**src/shared/pcm_pkg.sv**
```systemverilog
`default_nettype none
package pcm_pkg;
    localparam int unsigned PCM_CNT_W = 15;
    localparam int unsigned PCM_DUTY_W = 10;
    localparam int unsigned PCM_PER_W = 4;
    localparam int unsigned PCM_ADDR_W = 4;
    localparam int unsigned PCM_ACC_W = 9;

    localparam logic [PCM_ADDR_W-1:0] PCM_CTRL_OFS = 4'h0;
    localparam logic [PCM_ADDR_W-1:0] PCM_STAT_OFS = 4'h4;
    localparam logic [31:0] PCM_CTRL_RST = 32'h0000_0000;

    localparam logic [PCM_CNT_W-1:0] PCM_TOP_BASE = 15'h0040;
    localparam logic [PCM_CNT_W-1:0] PCM_FIXED_WRAP = 15'h03ff;
    localparam logic [PCM_PER_W-1:0] PCM_MID_CODE = 4'h4;
    localparam logic [PCM_PER_W-1:0] PCM_LAST_CODE = 4'h8;

    // Rates in quarter-MHz units so that 3.25 MHz stays an integer.
    localparam logic [PCM_ACC_W-1:0] PCM_REF_QMHZ = 9'h1f4;
    localparam logic [PCM_ACC_W-1:0] PCM_INC_26M = 9'h068;
    localparam logic [PCM_ACC_W-1:0] PCM_INC_13M = 9'h034;
    localparam logic [PCM_ACC_W-1:0] PCM_INC_6M5 = 9'h01a;
    localparam logic [PCM_ACC_W-1:0] PCM_INC_3M25 = 9'h00d;

    typedef enum logic [1:0] {
        PCM_CLK_26M,
        PCM_CLK_13M,
        PCM_CLK_6M5,
        PCM_CLK_3M25
    } pcm_clk_sel_type;

    typedef struct packed {
        logic [8:0]      rsvd;
        pcm_clk_sel_type clock_sel;
        logic            update_strobe_bit;
        logic            gated_update_select;
        logic [9:0]      duty_input;
        logic [3:0]      period;
        logic            mode_sel;
        logic            sample_method;
        logic            duty_format_bit;
        logic            polarity;
        logic            enable;
    } pcm_ctrl_type;

    typedef struct packed {
        logic [10:0] rsvd;
        logic        extra_pending;
        logic [3:0]  extra_cycle;
        logic        pulse;
        logic [14:0] count;
    } pcm_stat_type;

    typedef struct packed {
        logic [PCM_CNT_W-1:0] top;
        logic [PCM_CNT_W-1:0] wrap;
        logic [PCM_CNT_W-1:0] compare_value;
        logic [3:0]           shifted_out;
    } pcm_calc_type;
endpackage : pcm_pkg
`default_nettype wire

```
**src/hw/pcm_base_tick.sv**
```systemverilog
`timescale 1ns/1ps
`default_nettype none
module pcm_base_tick (
    input  wire logic               ref_clk,
    input  wire logic               rst,
    input  wire logic               run,
    input  wire pcm_pkg::pcm_clk_sel_type clock_sel,
    output logic                    tick
);
    import pcm_pkg::*;

    logic [PCM_ACC_W-1:0] acc_q;
    logic [PCM_ACC_W-1:0] inc;
    logic [PCM_ACC_W:0]   sum;

    always_comb begin
        unique case (clock_sel)
            PCM_CLK_26M:  inc = PCM_INC_26M;
            PCM_CLK_13M:  inc = PCM_INC_13M;
            PCM_CLK_6M5:  inc = PCM_INC_6M5;
            PCM_CLK_3M25: inc = PCM_INC_3M25;
        endcase
        sum = {1'b0, acc_q} + {1'b0, inc};
    end

    // A fractional divider: the ticks average the base rate exactly,
    // at the price of one reference cycle of jitter per tick.
    always_ff @(posedge ref_clk or posedge rst) begin
        if (rst) begin
            acc_q <= '0;
            tick  <= 1'b0;
        end else if (!run) begin
            acc_q <= '0;
            tick  <= 1'b0;
        end else if (sum >= {1'b0, PCM_REF_QMHZ}) begin
            acc_q <= PCM_ACC_W'(sum - {1'b0, PCM_REF_QMHZ});
            tick  <= 1'b1;
        end else begin
            acc_q <= PCM_ACC_W'(sum);
            tick  <= 1'b0;
        end
    end
endmodule : pcm_base_tick
`default_nettype wire

```
**src/hw/pcm_period_calc.sv**
```systemverilog
`timescale 1ns/1ps
`default_nettype none
module pcm_period_calc (
    input  wire logic [9:0]        adjusted_duty_value,
    input  wire logic [3:0]        period,
    input  wire logic              sample_method,
    input  wire logic              gated_update_select,
    output pcm_pkg::pcm_calc_type  calc
);
    import pcm_pkg::*;

    logic [PCM_CNT_W-1:0] duty_ext;
    logic [3:0]           rshift;
    logic [3:0]           lshift;
    logic [3:0]           low_mask;

    always_comb begin
        duty_ext = {5'h00, adjusted_duty_value};
        rshift   = PCM_MID_CODE - period;
        lshift   = period - PCM_MID_CODE;
        low_mask = 4'(({1'b0, 4'h1} << rshift) - 5'h01);
        calc     = '0;
        if (period <= PCM_LAST_CODE) begin
            calc.top = (PCM_TOP_BASE << period) - 15'h0001;
        end else begin
            calc.top = PCM_FIXED_WRAP;
        end
        if (period <= PCM_MID_CODE) begin
            calc.compare_value = duty_ext >> rshift;
            calc.shifted_out   = adjusted_duty_value[3:0] & low_mask;
        end else if (period <= PCM_LAST_CODE) begin
            calc.compare_value = duty_ext << lshift;
        end else begin
            calc.compare_value = duty_ext;
        end
        // Shifted-out bits are simply lost outside the fraction method.
        if (sample_method || gated_update_select) begin
            calc.wrap        = calc.top;
            calc.shifted_out = 4'h0;
        end else begin
            calc.wrap = PCM_FIXED_WRAP;
        end
    end
endmodule : pcm_period_calc
`default_nettype wire

```
**src/hw/pcm_generator.sv**
```systemverilog
// Chosen here: the plain strobed port and the placing of the registers.
`timescale 1ns/1ps
`default_nettype none
module pcm_generator (
    input  wire logic                            ref_clk,
    input  wire logic                            rst,
    input  wire logic [pcm_pkg::PCM_ADDR_W-1:0] reg_addr,
    input  wire logic [31:0]                     reg_wdata,
    input  wire logic                            reg_wr,
    input  wire logic                            reg_rd,
    output logic      [31:0]                     reg_rdata,
    input  wire logic                            sleep_req,
    output logic                                 pwm_out
);
    import pcm_pkg::*;

    pcm_ctrl_type         ctrl_q;
    pcm_ctrl_type         wr_ctrl;
    pcm_stat_type         stat;
    pcm_calc_type         calc;
    logic [9:0]           adjusted_duty_value;
    logic [9:0]           duty_w_q;
    logic [3:0]           period_w_q;
    logic [PCM_CNT_W-1:0] cnt_q;
    logic [3:0]           extra_q;
    logic [4:0]           extra_sum;
    logic                 pend_q;
    logic                 pulse_q;
    logic                 pulse_d;
    logic                 stretch_q;
    logic                 stretch_d;
    logic                 consume;
    logic                 tick;
    logic                 run;
    logic                 run_q;
    logic                 gate_ok;
    logic                 load_now;
    logic                 at_wrap;
    logic                 top_hit;
    logic                 period_start;
    logic                 compare_hit;
    logic                 accumulate;

    // Control word; sleep wipes it just as a power loss would.
    always_ff @(posedge ref_clk or posedge rst) begin
        if (rst) begin
            ctrl_q <= PCM_CTRL_RST;
        end else if (sleep_req) begin
            ctrl_q <= PCM_CTRL_RST;
        end else if (reg_wr && reg_addr == PCM_CTRL_OFS) begin
            ctrl_q <= wr_ctrl;
        end
    end

    always_comb begin
        wr_ctrl      = pcm_ctrl_type'(reg_wdata);
        wr_ctrl.rsvd = '0;
    end

    assign adjusted_duty_value =
        {ctrl_q.duty_input[9] ^ ~ctrl_q.duty_format_bit, ctrl_q.duty_input[8:0]};

    // The accumulator mode is not built here; with the mode bit set
    // the channel idles at its inactive level.
    assign run = ctrl_q.enable && !ctrl_q.mode_sel;
    assign gate_ok = !ctrl_q.gated_update_select || ctrl_q.update_strobe_bit;
    assign accumulate = !ctrl_q.gated_update_select && !ctrl_q.sample_method;

    pcm_base_tick u_tick (
        .ref_clk   (ref_clk),
        .rst       (rst),
        .run       (run),
        .clock_sel (ctrl_q.clock_sel),
        .tick      (tick)
    );

    pcm_period_calc u_calc (
        .adjusted_duty_value (duty_w_q),
        .period              (period_w_q),
        .sample_method       (ctrl_q.sample_method),
        .gated_update_select (ctrl_q.gated_update_select),
        .calc                (calc)
    );

    assign at_wrap = cnt_q == calc.wrap;
    assign top_hit = (cnt_q & calc.top) == calc.top;
    assign period_start = (cnt_q & calc.top) == '0;
    // The compare runs on the masked counter, so a frame longer than the
    // period limit still repeats the pulse once per period.
    assign compare_hit = (cnt_q & calc.top) == calc.compare_value;

    always_ff @(posedge ref_clk or posedge rst) begin
        if (rst) begin
            run_q <= 1'b0;
        end else begin
            run_q <= run;
        end
    end

    // Working copies keep a period from changing shape midway, except with the
    // gated update selected, where they load in every cycle that the strobe bit
    // is set; the first cycle after enable still loads, so a fresh start never
    // spends a frame on the settings that stood while the channel was idle.
    always_comb begin
        if (!run || !run_q) begin
            load_now = 1'b1;
        end else if (ctrl_q.gated_update_select) begin
            load_now = ctrl_q.update_strobe_bit;
        end else begin
            load_now = tick && at_wrap;
        end
    end

    always_ff @(posedge ref_clk or posedge rst) begin
        if (rst) begin
            duty_w_q   <= '0;
            period_w_q <= '0;
        end else if (load_now) begin
            duty_w_q   <= adjusted_duty_value;
            period_w_q <= ctrl_q.period;
        end
    end

    always_ff @(posedge ref_clk or posedge rst) begin
        if (rst) begin
            cnt_q <= '0;
        end else if (!run) begin
            cnt_q <= '0;
        end else if (tick && gate_ok) begin
            if (at_wrap) begin
                cnt_q <= '0;
            end else begin
                cnt_q <= cnt_q + 15'h0001;
            end
        end
    end

    assign extra_sum = {1'b0, extra_q} + {1'b0, calc.shifted_out};

    // A carry arriving as a pending extra cycle is consumed keeps it.
    always_ff @(posedge ref_clk or posedge rst) begin
        if (rst) begin
            extra_q <= '0;
            pend_q  <= 1'b0;
        end else if (!run || !accumulate) begin
            extra_q <= '0;
            pend_q  <= 1'b0;
        end else if (tick && top_hit) begin
            extra_q <= extra_sum[3:0];
            pend_q  <= extra_sum[4] || (pend_q && !consume);
        end else if (consume) begin
            pend_q <= 1'b0;
        end
    end

    // Clear wins over set, so a zero compare value gives no pulse;
    // a pending carry stretches the pulse by one base cycle instead.
    always_comb begin
        pulse_d   = pulse_q;
        stretch_d = stretch_q;
        consume   = 1'b0;
        if (!run || !gate_ok) begin
            pulse_d   = 1'b0;
            stretch_d = 1'b0;
        end else if (tick) begin
            if (compare_hit && pend_q) begin
                pulse_d   = 1'b1;
                stretch_d = 1'b1;
                consume   = 1'b1;
            end else if (compare_hit || stretch_q) begin
                pulse_d   = 1'b0;
                stretch_d = 1'b0;
            end else if (period_start) begin
                pulse_d = 1'b1;
            end
        end
    end

    always_ff @(posedge ref_clk or posedge rst) begin
        if (rst) begin
            pulse_q   <= 1'b0;
            stretch_q <= 1'b0;
            pwm_out   <= 1'b0;
        end else begin
            pulse_q   <= pulse_d;
            stretch_q <= stretch_d;
            pwm_out   <= pulse_d ^ ctrl_q.polarity;
        end
    end

    always_comb begin
        stat               = '0;
        stat.extra_pending = pend_q;
        stat.extra_cycle   = extra_q;
        stat.pulse         = pulse_q;
        stat.count         = cnt_q;
    end

    always_ff @(posedge ref_clk or posedge rst) begin
        if (rst) begin
            reg_rdata <= '0;
        end else if (reg_rd && reg_addr == PCM_CTRL_OFS) begin
            reg_rdata <= ctrl_q;
        end else if (reg_rd && reg_addr == PCM_STAT_OFS) begin
            reg_rdata <= stat;
        end else begin
            reg_rdata <= '0;
        end
    end
endmodule : pcm_generator
`default_nettype wire

```
**config.mk**
```make
export PLATFORM = sky130hd
export DESIGN_NAME = pcm_generator
export DESIGN_NICKNAME = d
export VERILOG_FILES = /design/src/shared/pcm_pkg.sv /design/src/hw/pcm_base_tick.sv /design/src/hw/pcm_period_calc.sv /design/src/hw/pcm_generator.sv
export SDC_FILE = /design/constraint.sdc
export NUM_CORES = 1
export LEC_CHECK = 0
export ABC_AREA = 1
export BUFFER_PORTS_ARGS = -buffer_cell sky130_fd_sc_hd__clkbuf_2
export CAP_MARGIN = 20
export CORE_MARGIN = 1
export CORE_UTILIZATION = 45
export CTS_CLUSTER_SIZE = 14
export DETAILED_ROUTE_END_ITERATION = 10
export PLACE_DENSITY = 0.7
export SLEW_MARGIN = 20
export SYNTH_ARGS = -nofsm -noshare
export SYNTH_HDL_FRONTEND = slang
export SYNTH_SLANG_ARGS = --single-unit
```
**constraint.sdc**
```tcl
create_clock -name ref_clk -period 7.1 [get_ports ref_clk]
set_input_delay 2.13 -clock ref_clk [delete_from_list [all_inputs] [get_ports ref_clk]]
set_output_delay 2.13 -clock ref_clk [all_outputs]
set_load 0.05 [all_outputs]
```
==> results.cfg, run 1 <==
[critical_path]
cp-start-kind = register
critPathKind = reg -> reg
startpoint = period_w_q[1]
cp_max_fo = 28
critical_path_required_ns = 7.38
endpoint_kind = register
path_cells = inv_1 > ha_1 > ha_1 > nand2_4 > ha_1 > nand2_1 > inv_2 > nor2_2 > inv_2 > nand2_1 > a21oi_1 > nor2_1 > nand3_1 > nor3_2 > nand2_2 > o21ai_4 > nand2_1 > o21ai_1
cp_slowest_cell = o21ai_4
r2r-start = period_w_q[1]
max_stage_delay_ns = 0.74
crit_arrival_ns = 4.43

[clock_tree]
post_cts_buffers = 0
root_buffer = clkbuf_16
cts_inserted_buffers = 9
cts_resized = 0
clk_pin_slew_ns = 0.07
clk_latency_ns = 0.36
cts_tree = done
h-tree-depth = 3
holdBufCountCts = 0
clock_sinks = 94
clock_path_buffers = 2

[sta]
period_share_pct = 58.6
final_max_slew_viol_count = 0
tightest_slew_ns = 1.16
hold_viol_final = 0
rsz0062_at_grt = no
relSlewSlack_pct = 22.6
skew_ns = 0.00978
max_freq_mhz = 241
fin_crit_ns = 4.16
setup_viol = 0
final.setup.tns_ns = 0

[route]
routed_wl_um = 18300
dr.pass1.iters = 5
drt_iter0_markers = 569
post_drt_wl_per_cell_um = 15.5
vias_per_cell = 5.38
ant_nets = 0
dr_total_vias = 6337
drc_errors = 0

[pwr]
p_int_mw = 1.09
clock_power_share_pct = 36.0
switchingPower_uw = 579
p_comb_share_pct = 28.6
p_leak_nw = 3.82
vdd_ir_drop_max_mv = 0.142
power.density_mw_per_mm2 = 226
pwr-share-seq_pct = 35.4
switching_share_pct = 34.8

[global_route]
grt_overflow = 0
grt_use_total_pct = 26.0
grt_pass1_wl_um = 30100
antenna_found_initial = 0
grt_pass1_vias = 5824
grt_max_degree = 65

[floorplanning]
initial_utilization_pct = 46.0
die_area_mm2 = 0.0153
rows = 44
die_w_um = 124
io_pins = 74
die_h_um = 124
coreArea_mm2 = 0.0145

[place]
dp_hpwl_um = 13700
io_buffers = 55
place.gp.congestion = 0.922
dp_cells = 1162

[synthesis]
ys_ff_latch = 94
yosys-top-cells-area = dfrtp_1, nand2_1, nand3_1
ys_warn_count = 0
synth_top_area_cell = dfrtp_1
synth_cell_types = 42
seq_area_frac_synth_pct = 35.3
syn_inst = 946
netlist_area_mm2 = 0.00666
avgSynthCellArea_um2 = 7.04
synth_top_area_share_pct = 35.3

[final_layout]
num_antenna_cells = 0
finalNetCount = 1062
instances_no_fill = 1178
multi_input_area_mm2 = 0.00363
nFillCells = 1483
areaGrowthSynthToFinish_pct = 10.7
layout-drive-gt1-share_pct = 12.5
seqCellArea_mm2 = 0.00235
final_util_pct = 50.9

[worst_hold_path]
min_from = adjusted_duty_value[4]
min_path_type = reg -> reg

[status]
status = finished, final reports clean

[job]
max_cap_viol_count = 0
## cells by family after synthesis
| group | synth area share [%] |
|---|---|
| AND/OR/NAND/NOR | 33.3 |
| buffers and inverters | 10.6 |
| AO/OA/AOI/OAI | 11.9 |
| flip-flops | 35.3 |
| adder cells (fa/ha/maj) | 6.24 |
| XOR/XNOR | 2.63 |
| other | 0.0563 |
## synth_stat cells, drive strengths merged
cell,number
nand2,267
nand3,127
inv,126
dfrtp,94
nor2,76
o21ai,68
o22ai,37
ha,30
a21oi,22
buf,22
xor2,17
nand4,14
clkbuf,12
nor3,11
or2,4
o211ai,3
o21bai,3
xnor2,3
clkinv,2
fa,2
a211o,1
a21boi,1
a31oi,1
conb,1
nand3b,1
o21a,1
## critical path, delay by kind of cell, from the launching register on
family,cells,cell delay [ns]
AND/OR/NAND/NOR,9,1.04
AO/OA/AOI/OAI,3,0.91
adder cells (fa/ha/maj),3,0.90
buffers and inverters,3,0.62
flip-flops,1,0.58
## sequential cells by signal, summed over array words and instances, names as in the netlist, 4 cells and up
register,flops
adjusted_duty_value,9
cnt_q,15
ctrl_q,14
duty_w_q,10
extra_q,4
period_w_q,4
reg_rdata,23
u_tick.acc_q,9
## stage by stage
stage / worst slack (ns) / cell area, um^2 / power [mW] / hold WS (ns)
after floorplan: 2.52 / 6690 / 0.961 / 0.443
after global placement: 3.05 / 7000 / 1.06 / 0.465
after detailed placement: 3.01 / 7000 / 1.07 / 0.471
after CTS: 2.99 / 7370 / 1.67 / 0.495
after global routing: 2.60 / 7370 / 1.76 / 0.523
final: 2.94 / 7370 / 1.67 / 0.501
## final cells by class
type	instances	area share [%]
Tap cell	184	3.12
Sequential cell	94	31.9
Inverter	128	6.66
Clock buffer	9	3.06
Multi-Input combinational cell	698	49.3
Timing Repair Buffer	58	4.04
Clock inverter	7	1.94
## power groups by stage
stage | logic, mW | registers, mW | clock network (mW)
2_1_floorplan | 0.374 | 0.588 | 0
3_3_place_gp | 0.463 | 0.599 | 0
3_5_place_dp | 0.467 | 0.599 | 0
4_1_cts | 0.470 | 0.589 | 0.610
5_1_grt | 0.542 | 0.593 | 0.629
6_report | 0.477 | 0.590 | 0.599
## metal layers
layer  vias up  track usage [%]  routed length (um)
met1      2936             35.5                8330
met4         0             11.1                 600
met2       217             39.6                8230
met3        39             5.68                1110
li1       3145                -                   -
met5         -                0                   0
## worst paths after layout
check / end / slack (ns) / depth (start not counted)
max in group asynchronous: ctrl_q[7] / 4.19 / 3
setup / recovery: duty_w_q[6] / 2.94 / 18
min in group asynchronous: u_tick.acc_q[6] / 1.76 / 2
hold / removal: duty_w_q[4] / 0.50 / 2
hold reg to reg: duty_w_q[4] / 0.50 / 2
setup reg to reg: duty_w_q[6] / 2.94 / 18
## cells in the final DEF (no fill, tap or decap), types with 2 or more instances in the layout
master / Yosys / routed
clkbuf_2: 0 / 55
nand2_1: 251 / 251
nand2_2: 14 / 14
inv_6: 1 / 3
xor2_1: 17 / 17
conb_1: 1 / 9
bufinv_16: 0 / 4
nand4_1: 14 / 14
or2_2: 4 / 4
inv_1: 116 / 115
o211ai_1: 3 / 3
xnor2_1: 3 / 3
inv_2: 8 / 8
o21ai_2: 6 / 6
fa_1: 2 / 2
nand3_1: 122 / 122
nor3_1: 10 / 10
nor2_1: 70 / 70
o21ai_1: 17 / 17
clkinv_1: 2 / 2
inv_4: 1 / 2
nand3_2: 4 / 4
ha_1: 30 / 30
o22ai_1: 37 / 37
dfrtp_1: 94 / 94
o21bai_1: 3 / 3
buf_4: 10 / 3
a21oi_1: 22 / 22
clkbuf_16: 0 / 9
nand2_4: 2 / 2
o21ai_0: 44 / 44
nor2_2: 5 / 5
(Power assumes the default switching activity.)
==> run 2: changes to the inputs <==
--- a/config.mk
+++ b/config.mk
@@ -12,7 +12,7 @@
 export CORE_UTILIZATION = 45
 export CTS_CLUSTER_SIZE = 14
 export DETAILED_ROUTE_END_ITERATION = 10
-export PLACE_DENSITY = 0.7
+export PLACE_DENSITY = 0.72
 export SLEW_MARGIN = 20
 export SYNTH_ARGS = -nofsm -noshare
 export SYNTH_HDL_FRONTEND = slang
==> constraint.sdc (replaced) <==
create_clock -name ref_clk -period 3.5 [get_ports ref_clk]
set_input_delay 1.05 -clock ref_clk [delete_from_list [all_inputs] [get_ports ref_clk]]
set_output_delay 1.05 -clock ref_clk [all_outputs]
set_load 0.05 [all_outputs]
==> results.cfg, run 2 (same netlist as run 1, synthesis figures left out) <==
[floorplanning]
die_w_um = 124
rows = 44
coreArea_mm2 = 0.0145
die_area_mm2 = 0.0153
initial_utilization_pct = 46.0
io_pins = 74
die_h_um = 124

[sta]
relSlewSlack_pct = 60.2
final.setup.tns_ns = 0
rsz0062_at_grt = no
setup_viol = 0
fin_crit_ns = 3.21
period_share_pct = 91.6
final_max_slew_viol_count = 0
max_freq_mhz = 312
skew_ns = 0.00851
tightest_slew_ns = 0.595
hold_viol_final = 0

[clock_tree]
clock_sinks = 94
clk_latency_ns = 0.35
post_cts_buffers = 0
holdBufCountCts = 0
root_buffer = clkbuf_16
cts_inserted_buffers = 9
h-tree-depth = 3
clock_path_buffers = 2
cts_tree = done
clk_pin_slew_ns = 0.07

[status]
status = finished, final reports clean

[final_layout]
instances_no_fill = 1186
reg.largest.list = reg_rdata x23, cnt_q x15, ctrl_q x14
layout-drive-gt1-share_pct = 13.1
multi_input_area_mm2 = 0.00363
final_cell_mix = nand2_1, nand3_1, inv_1, dfrtp_1, nor2_1
largest_register_ff_count = 23
areaGrowthSynthToFinish_pct = 10.8
num_antenna_cells = 0
finalNetCount = 1070
nFillCells = 1432
seqCellArea_mm2 = 0.00235
layout_commonest_cell = nand2_1
largest-register = reg_rdata

[pwr]
power.density_mw_per_mm2 = 427
vdd_ir_drop_max_mv = 0.283
p_int_mw = 1.99
switching_share_pct = 36.9
p_leak_nw = 3.82
power_mw = 3.15
p_comb_share_pct = 31.4
switchingPower_mw = 1.16
clock_power_share_pct = 31.0
pwr-share-seq_pct = 37.6

[global_route]
grt_pass1_vias = 5802
grt_max_degree = 51
grt_pass1_wl_um = 29000
grt_use_total_pct = 24.9
antenna_found_initial = 0
grt_overflow = 0

[route]
routed_wl_um = 17700
drt_iter0_markers = 472
vias_per_cell = 5.35
ant_nets = 0
dr.pass1.iters = 5
dr_total_vias = 6340
post_drt_wl_per_cell_um = 14.9
drc_errors = 0

[critical_path]
reg2regPathDepth = 15
r2r_slack_ns = 0.29
critical_path_required_ns = 3.78
startpoint = period_w_q[0]
critPathKind = reg -> reg
cp-start-kind = register
r2r-start = period_w_q[0]
crit_arrival_ns = 3.48
timing.rr.end = pend_q
endpoint_kind = register
cp_max_fo = 8
critPathCapture = pend_q

[place]
place.gp.congestion = 0.909
dp_cells = 1170
dp_hpwl_um = 13600
io_buffers = 55

[worst_hold_path]
min_path_type = reg -> reg

[job]
max_cap_viol_count = 0
run 2: final cells by class:
class                   count  share of cell area, %
clock buffers              13                   3.67
clock inverters             3                  0.339
inverters                 128                   6.65
multi-input cells         698                   49.3
flip-flops and latches     94                   31.9
well taps                 184                   3.12
repair buffers             66                   5.02
run 2: worst min path at each step:
stage,from,end,slack [ns],cells past startpoint
detailed placement,stretch_q,stretch_q,0.46,2
floorplan,stretch_q,stretch_q,0.44,2
CTS,stretch_q,stretch_q,0.48,2
global placement,stretch_q,stretch_q,0.46,2
global route,adjusted_duty_value[2],duty_w_q[2],0.52,2
finish,stretch_q,stretch_q,0.48,2
run 2: metal layers:
| metal | up-vias | wire length (um) | track usage [%] |
|---|---|---|---|
| li1 | 3159 | - | - |
| met1 | 2954 | 8030 | 33.7 |
| met2 | 196 | 8030 | 38.9 |
| met3 | 31 | 987 | 3.80 |
| met4 | 0 | 597 | 11.7 |
| met5 | - | 0 | 0 |
run 2: per-stage QoR:
step	area (um^2)	setup slack, ns	util [%]	hold WS (ns)
6_report	7370	0.294	50.9	0.480
5_1_grt	7370	0.0236	50.9	0.519
4_1_cts	7370	0.237	50.9	0.478
3_5_place_dp	7070	0.269	48.9	0.460
3_3_place_gp	7070	0.287	48.9	0.459
2_1_floorplan	6690	0.00133	-	0.443
run 2: power by group through the flow:
| stage | Clock, mW | Combinational, mW | Sequential, mW |
|---|---|---|---|
| floorplan | 0 | 0.758 | 1.19 |
| global placement | 0 | 0.958 | 1.20 |
| detailed placement | 0 | 0.969 | 1.20 |
| CTS | 0.984 | 0.975 | 1.18 |
| global route | 1.03 | 1.12 | 1.19 |
| finish | 0.976 | 0.987 | 1.18 |
run 2: timing repair:
action | 4_1_cts | 5_1_grt
setup endpoints to repair | 0 | 1
gates resized for setup | 0 | 1
endpoints found under the hold margin | 0 | 0
run 2: worst max-delay path, cell delays in order (launching register included):
cell and delay (ns):
dfrtp_1 0.39, inv_4 0.04, ha_1 0.24, ha_1 0.43, inv_1 0.20, nor2_4 0.19
nand3_1 0.10, ha_1 0.30, nor3_1 0.25, inv_1 0.10, fa_1 0.42, nor2_1 0.16
nor2_1 0.06, nor2_1 0.08, o21bai_1 0.06, a21oi_1 0.13
==> run 3: changes to the inputs <==
--- a/config.mk
+++ b/config.mk
@@ -6,6 +6,7 @@
 export NUM_CORES = 1
 export LEC_CHECK = 0
 export ABC_AREA = 1
+export ABC_CLOCK_PERIOD_IN_PS = 3500
 export BUFFER_PORTS_ARGS = -buffer_cell sky130_fd_sc_hd__clkbuf_2
 export CAP_MARGIN = 20
 export CORE_MARGIN = 1
@@ -16,4 +17,5 @@
 export SLEW_MARGIN = 20
 export SYNTH_ARGS = -nofsm -noshare
 export SYNTH_HDL_FRONTEND = slang
+export SYNTH_HIERARCHICAL = 1
 export SYNTH_SLANG_ARGS = --single-unit
==> results.cfg, run 3 <==
[status]
status = finished, final reports clean

[synthesis]
synth_top_area_cell = dfrtp_1
synth_cell_types = 45
yosys-top-cells-area = dfrtp_1, nand2_1, nand3_1
synth_common_cells = nand2_1, nand3_1, inv_1
avgSynthCellArea_um2 = 6.85
synth-edff-count = 0
ys_ff_latch = 94
synthArstFlopShare_pct = 100
netlist_area_mm2 = 0.00707
syn_inst = 1031
synthFlopType = dfrtp_1
yosysMostFrequentCell = nand2_1
seq_area_frac_synth_pct = 33.3
synth_top_area_share_pct = 33.3
ys_warn_count = 6

[critical_path]
critical_path_required_ns = 3.77
critPathKind = reg -> reg
crit_arrival_ns = 3.45
cp-start-kind = register
r2r_slack_ns = 0.33
cp_max_fo = 8
reg2regPathDepth = 14
r2r-start = period_w_q[0]
timing.rr.end = pend_q
startpoint = period_w_q[0]
endpoint_kind = register

[clock_tree]
root_buffer = clkbuf_16
h-tree-depth = 3
cts_resized = 0
cts_tree = done
post_cts_buffers = 0
clk_latency_ns = 0.35
clock_path_buffers = 2
clock_sinks = 94
holdBufCountCts = 0
cts_inserted_buffers = 9
clk_pin_slew_ns = 0.07

[floorplanning]
io_pins = 74
coreArea_mm2 = 0.0153
initial_utilization_pct = 46.3
rows = 45
die_w_um = 127
die_h_um = 127
die_area_mm2 = 0.0162

[sta]
hold_viol_final = 0
whs_ns = 0.470
fin_crit_ns = 3.17
final.setup.tns_ns = 0
period_share_pct = 90.6
skew_ns = 0.0129
setup_viol = 0
max_freq_mhz = 315
relSlewSlack_pct = 49.2
tightest_slew_ns = 0.762
rsz0062_at_grt = no
final_max_slew_viol_count = 0

[worst_hold_path]
min_path_type = reg -> reg
hold_end = period_w_q[2]
hold_depth = 2
min_from = ctrl_q[7]

[global_route]
grt_use_total_pct = 24.5
grt_overflow = 0
grt_pass1_vias = 6017
antenna_found_initial = 0
grt_max_degree = 53
grt_pass1_wl_um = 30700

[final_layout]
reg.largest.list = reg_rdata x23, cnt_q x15, ctrl_q x14
areaGrowthSynthToFinish_pct = 10.3
layout-drive-gt1-share_pct = 11.6
num_antenna_cells = 0
largest-register = reg_rdata
layout_commonest_cell = nand2_1
finalNetCount = 1158
final_cell_mix = nand2_1, nand3_1, inv_1, dfrtp_1, nor2_1
largest_register_ff_count = 23

[route]
vias_per_cell = 5.20
dr.pass1.iters = 5
post_drt_wl_per_cell_um = 14.7
ant_nets = 0
dr_total_vias = 6764
drt_iter0_markers = 662
drc_errors = 0
routed_wl_um = 19200

[pwr]
power.density_mw_per_mm2 = 407
p_leak_nw = 4.09
vdd_ir_drop_max_mv = 0.344

[place]
io_buffers = 55
dp_hpwl_um = 14800
place.gp.congestion = 0.946

[job]
max_cap_viol_count = 0
-- run 3: changes by cell type after synthesis, moves of 7 or more --
| cell | delta |
|---|---|
| xor2_1 | -7 |
| nand4_1 | +8 |
| buf_4 | +12 |
| nand2_1 | +66 |
| nor2_1 | -7 |
| nand3_1 | +20 |
| o22ai_1 | -15 |
| o21ai_1 | -12 |
| xnor2_1 | +12 |
| nand2_2 | -11 |
| nand3b_1 | +9 |
| buf_2 | +7 |
-- run 3: how the worst max path moves through the flow --
stage	slack (ns)	depth (start not counted)	to
after global routing	0.08	17	cnt_q[5]
final	0.33	14	pend_q
after floorplan	0.23	15	pend_q
after global placement	0.44	14	pend_q
after detailed placement	0.39	14	pend_q
after CTS	0.35	14	pend_q
-- run 3: cell families after synthesis --
group / Yosys count / synth area share [%]
AO/OA/AOI/OAI: 108 / 8.73
XOR/XNOR: 26 / 3.33
adder cells (fa/ha/maj): 33 / 6.06
buffers and inverters: 185 / 12.0
flip-flops: 94 / 33.3
other: 2 / 0.106
AND/OR/NAND/NOR: 583 / 36.5
-- run 3: area by class of cell --
class	instances	area, um^2
multi-input combinational	771	3940
fill	1531	7470
tap	211	264
inverter	132	497
clock buffer	10	239
clock inverter	6	52.6
sequential	94	2350
timing repair buffer	76	445
-- run 3: routing by layer --
layer | part of all wire (%) | GRT usage (%)
met2 | 45 | 38.4
met3 | 7.0 | 3.14
met1 | 47 | 35.9
met4 | 1.3 | 5.46
met5 | 0 | 0
-- run 3: worst max-delay path: stages (launching register included) --
cell and delay, ns:
dfrtp_1 0.35, inv_1 0.06, ha_1 0.29, ha_1 0.46, nand2_1 0.13, inv_1 0.18
nand3_1 0.11, ha_1 0.30, nor4_1 0.37, buf_4 0.20, fa_1 0.20, a21oi_1 0.09
o21bai_1 0.13, nand3_1 0.09, a21oi_1 0.15
-- run 3: report_power, final --
group / total, mW / switching [mW] / leakage [nW] / internal (mW)
clock: 0.965 / 0.453 / 0.137 / 0.512
combinational: 1.03 / 0.698 / 2.69 / 0.328
sequential: 1.18 / 0.0438 / 1.27 / 1.13
total: 3.17 / 1.20 / 4.09 / 1.97
-- run 3: metrics by stage --
step           setup slack (ns)  utilization (%)  power [mW]  cells  cell area, um^2
2_1_floorplan             0.231                -        1.97   1050             7140
3_3_place_gp              0.439             49.2        2.20   1284             7500
3_5_place_dp              0.390             49.2        2.21   1284             7500
4_1_cts                   0.354             51.1        3.17   1300             7790
5_1_grt                  0.0848             51.1        3.36   1300             7790
6_report                  0.329             51.1        3.17   1300             7790
